File: config.mk
export PLATFORM = sky130hd
export DESIGN_NAME = fcs_monitor
export DESIGN_NICKNAME = d
export VERILOG_FILES = /design/src/verilog/fcs_pkg.sv /design/src/verilog/fcs_monitor.sv
export SDC_FILE = /design/constraint.sdc
export NUM_CORES = 1
export LEC_CHECK = 0
export BUFFER_PORTS_ARGS = -buffer_cell sky130_fd_sc_hd__buf_2
export CORE_ASPECT_RATIO = 1.25
export CORE_MARGIN = 2
export CORE_UTILIZATION = 53
export DETAILED_ROUTE_END_ITERATION = 10
export PLACE_DENSITY = 0.93
export SYNTH_ARGS = -nofsm -noshare
export SYNTH_HDL_FRONTEND = slang
export SYNTH_SLANG_ARGS = --single-unit
File: constraint.sdc
create_clock -name clk_i -period 3.4 [get_ports clk_i]
set_clock_uncertainty 0.1 [all_clocks]
set_input_delay 0 -clock clk_i [delete_from_list [all_inputs] [get_ports clk_i]]
set_output_delay 0 -clock clk_i [all_outputs]
set_load 0.01 [all_outputs]
File: src/verilog/fcs_pkg.sv
// package for the failsafe clock switch monitor
// assumes a single 40 MHz system clock domain
package fcs_pkg;

  // ----------------------------------------------------------------
  // register map (byte offsets on a 32-bit wishbone bus)
  // ----------------------------------------------------------------
  localparam logic [3:0] ADDR_CTRL      = 4'h0;
  localparam logic [3:0] ADDR_RESET_CAUSE = 4'h4;
  localparam logic [3:0] ADDR_CONFIG    = 4'h8;

  // clock_switch_control fields
  localparam int CUR_GRP_LSB  = 12;
  localparam int NEXT_GRP_LSB = 8;
  localparam int LOCK_BIT     = 5;
  localparam int FAIL_BIT     = 3;
  localparam int REQ_BIT      = 0;
  // reset_cause_register field
  localparam int BROWNOUT_BIT = 1;

  // unlock keys
  localparam logic [7:0] KEY_LO_A = 8'h46;
  localparam logic [7:0] KEY_LO_B = 8'h57;
  localparam logic [7:0] KEY_HI_A = 8'h78;
  localparam logic [7:0] KEY_HI_B = 8'h9a;

  // oscillator groups
  typedef enum logic [1:0] {
    FCS_GRP_PRIMARY   = 2'h0,
    FCS_GRP_SECONDARY = 2'h1,
    FCS_GRP_FAST_RC   = 2'h2,
    FCS_GRP_LOW_RC    = 2'h3
  } fcs_grp_t;

  // ----------------------------------------------------------------
  // timing
  // ----------------------------------------------------------------
  localparam int CLK_MHZ             = 40;
  localparam int MONITOR_DELAY_US    = 100;
  localparam int MONITOR_DELAY_CYC   = MONITOR_DELAY_US * CLK_MHZ;
  // failure window in low-power rc edges
  localparam int WINDOW_RC_EDGES     = 4;

  // power-up sequencer states, gray along the usual path
  typedef enum logic [2:0] {
    FCS_ST_HOLD   = 3'b000,
    FCS_ST_WAITPU = 3'b001,
    FCS_ST_WAITCK = 3'b011,
    FCS_ST_RUN    = 3'b010,
    FCS_ST_FAIL   = 3'b110
  } fcs_state_t;

  // oscillator status inputs travel together
  typedef struct packed {
    logic osc_edge;      // one-cycle pulse per system oscillator edge
    logic low_power_rc_osc_edge;     // one-cycle pulse per low-power rc edge
    logic ost_done;      // start-up timer expired
    logic pll_locked;
    logic pll_used;
    logic crystal;
  } fcs_osc_status_t;

  // fuse-style configuration
  typedef struct packed {
    logic [1:0] monitor_switch_config;
    logic [1:0] startup_osc_group;
    logic [3:0] primary_osc_select;
    logic       power_up_timer_enable;
  } fcs_config_t;

endpackage
File: src/verilog/fcs_monitor.sv
// failsafe clock supervision, switch control and power-up sequencing
// assumes oscillator status pulses are synchronous to clk_i
//
// Function
// RL1 - with monitoring enabled, low-power rc runs always except in sleep
// RL2 - on oscillator failure raise trap and switch system clock to fast rc
// RL3 - failure switch loads current group with fast rc, sets fail, clears request
// RL4 - clock failure leaves the watchdog running from low-power rc
// RL5 - power-up timer expiring before oscillator starts raises trap, selects fast rc
// RL6 - after timers, no oscillation, start-up timer running or pll unlocked is failure
// RL7 - switching only among four groups; primary choice fixed by primary select
// RL8 - current group read-only; software writes target into next group
// RL9 - power-on and brown-out reset load current and next from start-up group
// RL10 - read-only pll lock status at control bit 5
// RL11 - request rises when a switch starts; clearing it aborts the switch
// RL12 - config 1x disables both switching and failure monitoring
// RL13 - switching disabled: configuration drives selection, current group only reports
// RL14 - software should not switch below 100 khz while monitoring
// RL15 - low byte writable one cycle after keys 0x46 then 0x57
// RL16 - high byte writable one cycle after keys 0x78 then 0x9a
// RL17 - monitoring and power-up timer off: leave reset at once; with a crystal the code still waits MONITOR_CYC in reset
// RL18 - monitoring off and no clock: hold core at reset vector
// RL19 - brown-out: hold clock until start-up timer and pll lock
// RL20 - apply power-up delay; crystal with zero delay adds 100 us monitor delay
// RL21 - brown-out sets reset cause bit 1
// RL22 - brown-out detection keeps working in sleep and idle
// RL23 - failure when no oscillator edge within a low-power rc window
`timescale 1ns/1ps

module fcs_monitor
  import fcs_pkg::*;
#(
  parameter int POWER_UP_CYC = 65536,
  parameter int MONITOR_CYC  = MONITOR_DELAY_CYC
)(
  input  wire logic            clk_i,
  input  wire logic            rst_i,
  input  wire logic            ce_i,
  input  wire logic            por_i,
  input  wire logic            brownout_i,
  input  wire logic            sleep_i,
  input  wire logic            watchdog_soft_enable_i,
  input  wire fcs_osc_status_t osc_i,
  input  wire fcs_config_t     cfg_i,
  input  wire logic            wb_cyc_i,
  input  wire logic            wb_stb_i,
  input  wire logic            wb_we_i,
  input  wire logic [3:0]      wb_adr_i,
  input  wire logic [3:0]      wb_sel_i,
  input  wire logic [31:0]     wb_dat_i,
  output logic [31:0]          wb_dat_o,
  output logic                 wb_ack_o,
  output logic [1:0]           osc_group_o,
  output logic [3:0]           primary_select_o,
  output logic                 low_rc_enable_o,
  output logic                 watchdog_clk_sel_o,
  output logic                 core_reset_o,
  output logic                 clock_hold_o,
  output logic                 fail_trap_o
);

  // ----------------------------------------------------------------
  // configuration decode
  // ----------------------------------------------------------------
  logic monitor_on;
  logic switch_on;
  assign switch_on  = ~cfg_i.monitor_switch_config[1];                  // RL12
  assign monitor_on = ~cfg_i.monitor_switch_config[1] & ~cfg_i.monitor_switch_config[0]; // RL12

  // ----------------------------------------------------------------
  // registers
  // ----------------------------------------------------------------
  logic [1:0] cur_grp;
  logic [1:0] next_grp;
  logic       fail_flag;
  logic       req;
  logic       brownout_flag;
  logic       lo_armed;
  logic       lo_open;
  logic       hi_armed;
  logic       hi_open;
  logic       fail_evt;
  logic       switch_done;
  fcs_state_t state;
  logic [16:0] pu_cnt;
  logic [2:0] win_cnt;
  logic        osc_seen;

  logic wr;
  logic wr_ctrl_lo;
  logic wr_ctrl_hi;
  assign wr = wb_cyc_i & wb_stb_i & wb_we_i & ~wb_ack_o;
  assign wr_ctrl_lo = wr & (wb_adr_i == ADDR_CTRL) & wb_sel_i[0];
  assign wr_ctrl_hi = wr & (wb_adr_i == ADDR_CTRL) & wb_sel_i[1];

  function automatic logic [1:0] reset_group(input fcs_config_t c);
    reset_group = c.startup_osc_group;
  endfunction

  // ----------------------------------------------------------------
  // bus slave: one-cycle answer, ack drops the next cycle
  // ----------------------------------------------------------------
  always_ff @(posedge clk_i)
  begin
    if (rst_i)
      wb_ack_o <= 1'b0;
    else if (ce_i)
      wb_ack_o <= wb_cyc_i & wb_stb_i & ~wb_ack_o;
  end

  always_ff @(posedge clk_i)
  begin
    if (rst_i)
      wb_dat_o <= 32'h0;
    else if (ce_i && wb_cyc_i && wb_stb_i && !wb_we_i && !wb_ack_o)
    begin
      case (wb_adr_i)
        ADDR_CTRL:
        begin
          wb_dat_o <= 32'h0;
          wb_dat_o[CUR_GRP_LSB +: 2]  <= cur_grp;
          wb_dat_o[NEXT_GRP_LSB +: 2] <= next_grp;
          wb_dat_o[LOCK_BIT]          <= osc_i.pll_locked;      // RL10
          wb_dat_o[FAIL_BIT]          <= fail_flag;
          wb_dat_o[REQ_BIT]           <= req;
        end
        ADDR_RESET_CAUSE:
        begin
          wb_dat_o               <= 32'h0;
          wb_dat_o[BROWNOUT_BIT] <= brownout_flag;
        end
        ADDR_CONFIG:
          wb_dat_o <= {23'h0, cfg_i};
        default:
          wb_dat_o <= 32'h0;
      endcase
    end
  end

  // ----------------------------------------------------------------
  // unlock sequences: a key pair opens its byte for one write cycle
  // ----------------------------------------------------------------
  always_ff @(posedge clk_i)
  begin
    if (rst_i)
    begin
      lo_armed <= 1'b0;
      lo_open  <= 1'b0;
    end
    else if (ce_i && wr)
    begin
      lo_armed <= wr_ctrl_lo && !lo_open && wb_dat_i[7:0] == KEY_LO_A;           // RL15
      lo_open  <= wr_ctrl_lo && lo_armed && wb_dat_i[7:0] == KEY_LO_B;           // RL15
    end
  end

  always_ff @(posedge clk_i)
  begin
    if (rst_i)
    begin
      hi_armed <= 1'b0;
      hi_open  <= 1'b0;
    end
    else if (ce_i && wr)
    begin
      hi_armed <= wr_ctrl_hi && !hi_open && wb_dat_i[15:8] == KEY_HI_A;          // RL16
      hi_open  <= wr_ctrl_hi && hi_armed && wb_dat_i[15:8] == KEY_HI_B;          // RL16
    end
  end

  // ----------------------------------------------------------------
  // switch request and next group
  // ----------------------------------------------------------------
  always_ff @(posedge clk_i)
  begin
    if (rst_i || por_i || brownout_i)
      next_grp <= 2'h0;
    else if (ce_i)
    begin
      if (state == FCS_ST_HOLD)
        next_grp <= reset_group(cfg_i);                                         // RL9
      else if (wr_ctrl_hi && hi_open)
        next_grp <= wb_dat_i[NEXT_GRP_LSB +: 2];                                // RL8
    end
  end

  always_ff @(posedge clk_i)
  begin
    if (rst_i || por_i || brownout_i)
      req <= 1'b0;
    else if (ce_i)
    begin
      if (fail_evt || switch_done)
        req <= 1'b0;                                                            // RL3
      else if (wr_ctrl_lo && lo_open && switch_on)
        req <= wb_dat_i[REQ_BIT];                                               // RL11
    end
  end

  assign switch_done = req && switch_on && state == FCS_ST_RUN;

  // ----------------------------------------------------------------
  // current group and fail flag
  // ----------------------------------------------------------------
  always_ff @(posedge clk_i)
  begin
    if (rst_i || por_i || brownout_i)
      cur_grp <= 2'h0;
    else if (ce_i)
    begin
      if (!switch_on || state == FCS_ST_HOLD)
        cur_grp <= reset_group(cfg_i);                                          // RL9 RL13
      else if (fail_evt)
        cur_grp <= FCS_GRP_FAST_RC;                                             // RL3 RL5
      else if (switch_done)
        cur_grp <= next_grp;                                                    // RL7
    end
  end

  always_ff @(posedge clk_i)
  begin
    if (rst_i || por_i)
      fail_flag <= 1'b0;
    else if (ce_i && fail_evt)
      fail_flag <= 1'b1;                                                        // RL3
  end

  always_ff @(posedge clk_i)
  begin
    if (rst_i || por_i)
      brownout_flag <= 1'b0;
    else if (ce_i)
    begin
      if (brownout_i)
        brownout_flag <= 1'b1;                                                  // RL21 RL22
      else if (wr && wb_adr_i == ADDR_RESET_CAUSE && wb_sel_i[0] && !wb_dat_i[BROWNOUT_BIT])
        brownout_flag <= 1'b0;
    end
  end

  // ----------------------------------------------------------------
  // power-up sequencer
  // ----------------------------------------------------------------
  logic clk_ready;
  logic pu_expired;
  assign clk_ready  = osc_seen && (osc_i.ost_done || !osc_i.crystal) &&
                      (osc_i.pll_locked || !osc_i.pll_used);                    // RL19
  assign pu_expired = pu_cnt == 17'h0;

  always_ff @(posedge clk_i)
  begin
    if (rst_i || por_i || brownout_i)
    begin
      state  <= FCS_ST_HOLD;
      pu_cnt <= 17'h0;
    end
    else if (ce_i)
    begin
      case (state)
        FCS_ST_HOLD:
        begin
          state <= FCS_ST_WAITPU;
          if (cfg_i.power_up_timer_enable)
            pu_cnt <= 17'(POWER_UP_CYC);                                        // RL20
          else if (osc_i.crystal)
            pu_cnt <= 17'(MONITOR_CYC);                                         // RL20
          else
            pu_cnt <= 17'h0;                                                    // RL17
        end
        FCS_ST_WAITPU:
          if (pu_expired)
            state <= FCS_ST_WAITCK;
          else
            pu_cnt <= pu_cnt - 17'h1;
        FCS_ST_WAITCK:
          if (clk_ready)
            state <= FCS_ST_RUN;
          else if (monitor_on)
            state <= FCS_ST_FAIL;                                               // RL5 RL6
        FCS_ST_RUN:
          if (fail_evt)
            state <= FCS_ST_FAIL;
        FCS_ST_FAIL:
          state <= FCS_ST_RUN;
        default:
          state <= FCS_ST_HOLD;
      endcase
    end
  end

  // ----------------------------------------------------------------
  // edge window timed by low-power rc
  // ----------------------------------------------------------------
  always_ff @(posedge clk_i)
  begin
    if (rst_i || por_i || brownout_i)
    begin
      win_cnt  <= 3'h0;
      osc_seen <= 1'b0;
    end
    else if (ce_i)
    begin
      if (osc_i.osc_edge)
      begin
        win_cnt  <= 3'h0;
        osc_seen <= 1'b1;
      end
      else if (osc_i.low_power_rc_osc_edge)
      begin
        if (win_cnt == 3'(WINDOW_RC_EDGES - 1))
          osc_seen <= 1'b0;                                                     // RL23
        else
          win_cnt <= win_cnt + 3'h1;
      end
    end
  end

  // fast rc never needs the monitor; it is the fallback itself
  assign fail_evt = monitor_on && cur_grp != FCS_GRP_FAST_RC &&
                    ((state == FCS_ST_WAITCK && !clk_ready) ||
                     (state == FCS_ST_RUN && !osc_seen));                       // RL2 RL6 RL23

  // ----------------------------------------------------------------
  // outputs
  // ----------------------------------------------------------------
  always_ff @(posedge clk_i)
  begin
    if (rst_i)
      fail_trap_o <= 1'b0;
    else if (ce_i)
      fail_trap_o <= fail_evt;                                                  // RL2
  end

  assign osc_group_o        = cur_grp;
  assign primary_select_o   = cfg_i.primary_osc_select;                          // RL7
  assign low_rc_enable_o    = monitor_on ? !sleep_i : watchdog_soft_enable_i;    // RL1
  assign watchdog_clk_sel_o = 1'b1;                                              // RL4
  assign core_reset_o       = state == FCS_ST_HOLD || state == FCS_ST_WAITPU;    // RL18
  assign clock_hold_o       = state == FCS_ST_WAITCK && !clk_ready;              // RL18 RL19

  // ----------------------------------------------------------------
  // checks
  // ----------------------------------------------------------------
  fail_group_a: assert property (@(posedge clk_i) disable iff (rst_i || por_i || brownout_i)
    ce_i && fail_evt && switch_on |=> cur_grp == FCS_GRP_FAST_RC && fail_flag && !req)
    else $error("fail switch did not load fast rc"); // RL3
  fail_trap_a: assert property (@(posedge clk_i) disable iff (rst_i)
    ce_i && fail_evt |=> fail_trap_o)
    else $error("trap missing after failure"); // RL2
  lowrc_run_a: assert property (@(posedge clk_i) disable iff (rst_i)
    monitor_on && !sleep_i |-> low_rc_enable_o)
    else $error("low rc stopped while monitoring"); // RL1
  wdog_keep_a: assert property (@(posedge clk_i) disable iff (rst_i)
    fail_trap_o |-> watchdog_clk_sel_o && low_rc_enable_o == (monitor_on ? !sleep_i : watchdog_soft_enable_i))
    else $error("watchdog clock disturbed"); // RL4
  no_monitor_a: assert property (@(posedge clk_i) disable iff (rst_i)
    cfg_i.monitor_switch_config[1] |-> !fail_evt && !fail_trap_o)
    else $error("monitor active when disabled"); // RL12
  report_sel_a: assert property (@(posedge clk_i) disable iff (rst_i || por_i || brownout_i)
    ce_i && !switch_on && !(rst_i || por_i || brownout_i) |=> cur_grp == $past(cfg_i.startup_osc_group))
    else $error("current group not tracking configuration"); // RL13
  lo_unlock_a: assert property (@(posedge clk_i) disable iff (rst_i)
    ce_i && lo_open && wr |=> !lo_open)
    else $error("low byte stayed open"); // RL15
  hi_unlock_a: assert property (@(posedge clk_i) disable iff (rst_i)
    ce_i && wr_ctrl_hi && !hi_armed |=> !hi_open)
    else $error("high byte opened without first key"); // RL16
  bo_flag_a: assert property (@(posedge clk_i) disable iff (rst_i || por_i)
    ce_i && brownout_i |=> brownout_flag)
    else $error("brownout flag not set"); // RL21
  hold_core_a: assert property (@(posedge clk_i) disable iff (rst_i || por_i || brownout_i)
    state == FCS_ST_WAITPU |-> core_reset_o)
    else $error("core released early"); // RL20

  fail_seen_c: cover property (@(posedge clk_i) disable iff (rst_i) fail_trap_o);
  switch_seen_c: cover property (@(posedge clk_i) disable iff (rst_i) switch_done);
  unlock_seen_c: cover property (@(posedge clk_i) disable iff (rst_i) hi_open || lo_open);
  run_seen_c: cover property (@(posedge clk_i) disable iff (rst_i) state == FCS_ST_RUN);

endmodule

==> flow_metrics.tcl <==
set metrics [dict create \
    status "finished, final reports clean" \
    final_design_area_no_fill_mm2 0.00342 \
    dpl.cell_count 471 \
    r2r-start "pu_cnt[0]$_SDFFE_PP0P_" \
    min_from "osc_i[2]" \
    yosys_warnings 0 \
    vias 2982 \
    timing.critical_path.from "wb_adr_i[0]" \
    cp-end-kind "flop" \
    netlist_area_mm2 0.00286 \
    initial_utilization 0.556 \
    post-cts-setup-buffers 0 \
    diodes 0 \
    hold_path_class "input pin to flop" \
    hold_viol 0 \
    slowest_stage "dlygate4sd3_1" \
    grt_first_pass_wirelength_um 12800 \
    antenna_found_initial 0 \
    track_usage 0.261 \
    vias_per_cell 5.95 \
    place_congestion 0.883 \
    dieArea_mm2 0.00601 \
    nets 507 \
    cts_buffers 5 \
    clkLatencyLatePin_ns 0.31 \
    fin_crit_ns 2.74 \
    clockBufferDepth 2 \
    cts_tree "done" \
    rsz0062_at_grt "false" \
    setup_viol 0 \
    p_sw_w 0.000315 \
    leakagePower_nw 1.44 \
    layout.cells.non_filler 501 \
    tns_ns 0 \
    drt-initial-drc-count 284 \
    drc_errors 0 \
    place_hpwl_um 5090 \
    seqPwrFrac 0.494 \
    detailed_place.area_mm2 0.00309 \
    holdPathStages 5 \
    dp_slack_ns 0.781 \
    p_per_area_mw_per_mm2 348 \
    combPwrFrac 0.161 \
    setup_ws_ns 0.663 \
    fp.dieH_um 86.2 \
    cts_root_buf "clkbuf_8" \
    portBuffers 69 \
    drt.antenna.violating_nets 0 \
    fmax_ghz 0.365 \
    ioPinCount 109 \
    drv_cap 0 \
    synth_cell_types 59 \
    netSwitchingFraction 0.265 \
    cts_resized 0 \
    cts_sinks 49 \
    grt_max_degree 23 \
    row_count 29 \
    first_global_vias 2931 \
    post_drt_wl_per_cell_um 15.5 \
    seq_area_frac_synth 0.343 \
    r2r_cells 7 \
    irDropWorstVdd_v 0.000239 \
    grt_remaining_overflow 0 \
    slowest_delay_ns 0.58 \
    crit_required_ns 3.55 \
    async_reset_ff_frac 0 \
    clockPowerShare 0.345 \
    slew-limit-headroom 0.528 \
    drive_gt1_frac 0.191 \
    h-tree-depth 2 \
    worst_pin_slew_ns 0.703 \
    cts_hold_buf 23 \
    syn_avg_cell_area_um2 7.85 \
    postSynthCellCount 365 \
    fin_crit_sh 0.805 \
    routed_wirelength_um 7760 \
    die_width_um 69.8 \
    synth_edf_count 0 \
    clkTransAtPathRegs_ns 0.10 \
    cp_max_fo 9 \
    drv_slew 0 \
    intPower_w 0.000874 \
    crit_type "input pin to flop" \
    ys_seq_elements 49 \
    first_pass_iters 5 \
    arrival_ns 2.89 \
    core_mm2 0.00515 \
    worstPathCellList "dlygate4sd3_1, buf_2, or3_1, or3_1, nor4_1, nand3_1, dlygate4sd3_1, a21oi_1" \
    fill_cells 403 \
    startpoint_type "input pin" \
    synth_ff_type "dfxtp_1" \
    area_growth_pct 19.5 \
]
==> synth_stat cells (4+ instances only) <==
library cell | instances | area share
o21ai_1 | 7 | 0.012
o211ai_1 | 5 | 0.013
or3_1 | 11 | 0.024
nand3_1 | 12 | 0.021
nor3_1 | 23 | 0.040
o21ai_0 | 8 | 0.014
a21oi_1 | 31 | 0.054
buf_4 | 25 | 0.066
nand2b_1 | 9 | 0.020
clkbuf_1 | 15 | 0.020
nor2_1 | 46 | 0.060
nor3b_1 | 4 | 0.010
xor2_1 | 6 | 0.018
mux2i_1 | 9 | 0.031
nand2_1 | 18 | 0.024
inv_1 | 9 | 0.012
dfxtp_1 | 49 | 0.34
a22oi_1 | 7 | 0.018
nand3b_1 | 4 | 0.010
nor4_1 | 4 | 0.0087
or4_1 | 6 | 0.016
==> power by group through the flow <==
stage | registers [W] | clock network, W | logic (W)
5_1_grt | 0.000589 | 0.000438 | 0.000209
6_report | 0.000588 | 0.000410 | 0.000192
4_1_cts | 0.000587 | 0.000415 | 0.000185
3_5_place_dp | 0.000601 | 0 | 0.000167
3_3_place_gp | 0.000600 | 0 | 0.000163
2_1_floorplan | 0.000599 | 0 | 0.000138
==> worst max-delay path, delay by kind of cell <==
kind,cells,cell delay (ns)
AOI/OAI and AO/OA,1,0.13
buffers and inverters,3,1.25
and+or+nand+nor,4,1.49
==> through the flow <==
stage               utilization  hold WS [ns]  power, W
CTS                       0.664        0.0219   0.00119
finish                    0.664        0.0438   0.00119
global placement          0.599         0.100  0.000764
detailed placement        0.599         0.104  0.000768
floorplan                     -       -0.0226  0.000737
global route              0.664        0.0796   0.00124
==> cells by family after synthesis <==
kind of cell / after synthesis / share of synthesized area
buffers and inverters: 55 / 0.111
AND/OR/NAND/NOR: 153 / 0.277
adder cells (fa/ha/maj): 3 / 0.0131
multiplexers: 9 / 0.0315
AO/OA/AOI/OAI: 86 / 0.197
XOR/XNOR: 8 / 0.0245
flip-flops: 49 / 0.343
other: 2 / 0.00262
==> per-layer routing <==
metal | GRT usage | vias to the layer above | wire [µm] | part of all wire
met5 | 0 | - | 0 | 0
met4 | 0.154 | 0 | 291 | 0.037
met3 | 0.0547 | 26 | 524 | 0.067
met2 | 0.489 | 155 | 4030 | 0.52
met1 | 0.266 | 1387 | 2910 | 0.38
li1 | - | 1414 | - | -
==> cell usage in the layout, fill, tap and decap left out, types with 2 or more instances in the layout <==
cell type,instances
nor2_1,46
or4_1,6
o211ai_1,5
nand2b_1,9
o221ai_1,2
nor3b_1,4
xor2_1,6
xnor2_1,2
nand3_1,12
nor3_1,23
o21ai_0,8
dfxtp_1,49
dlygate4sd3_1,23
o31ai_1,3
clkbuf_8,5
or3_1,11
nor2b_1,2
nand3b_1,4
a21oi_1,31
conb_1,21
o22ai_1,2
nand2_1,18
ha_1,3
nor4_1,4
o21ai_1,7
nor4bb_1,2
mux2i_1,9
buf_4,2
inv_1,9
buf_2,69
nand4_1,3
a211oi_1,3
a22oi_1,7
and3_1,2
a2bb2oi_1,2
==> state kept, by name, summed over array words and instances (netlist names) <==
name           count
brownout_flag      1
fail_flag          1
fail_trap_o        1
hi_armed           1
hi_open            1
lo_armed           1
lo_open            1
next_grp           2
osc_group_o        2
osc_seen           1
pu_cnt            17
req                1
state              3
wb_ack_o           1
wb_dat_o          12
win_cnt            3
==> cell type report <==
type	count	area, µm²	share of cell area
clock buffer	5	68.8	0.0201
sequential	49	981	0.287
tap	62	77.6	0.0227
multi-input combinational	280	1640	0.478
inverter	9	33.8	0.00987
timing repair buffer	94	591	0.173
clock inverter	2	35.0	0.0102
==> path summary, 6_finish.rpt <==
| check | end | slack, ns |
|---|---|---|
| max reg2reg | pu_cnt[7]$_SDFFE_PP0P_ | 0.70 |
| min reg2reg | wb_dat_o[13]$_SDFFE_PP0P_ | 0.35 |
| min | wb_dat_o[5]$_SDFFE_PP0P_ | 0.04 |
| max | hi_armed$_SDFFE_PP0P_ | 0.66 |
Note: power is estimated with default switching activity, not from simulation.
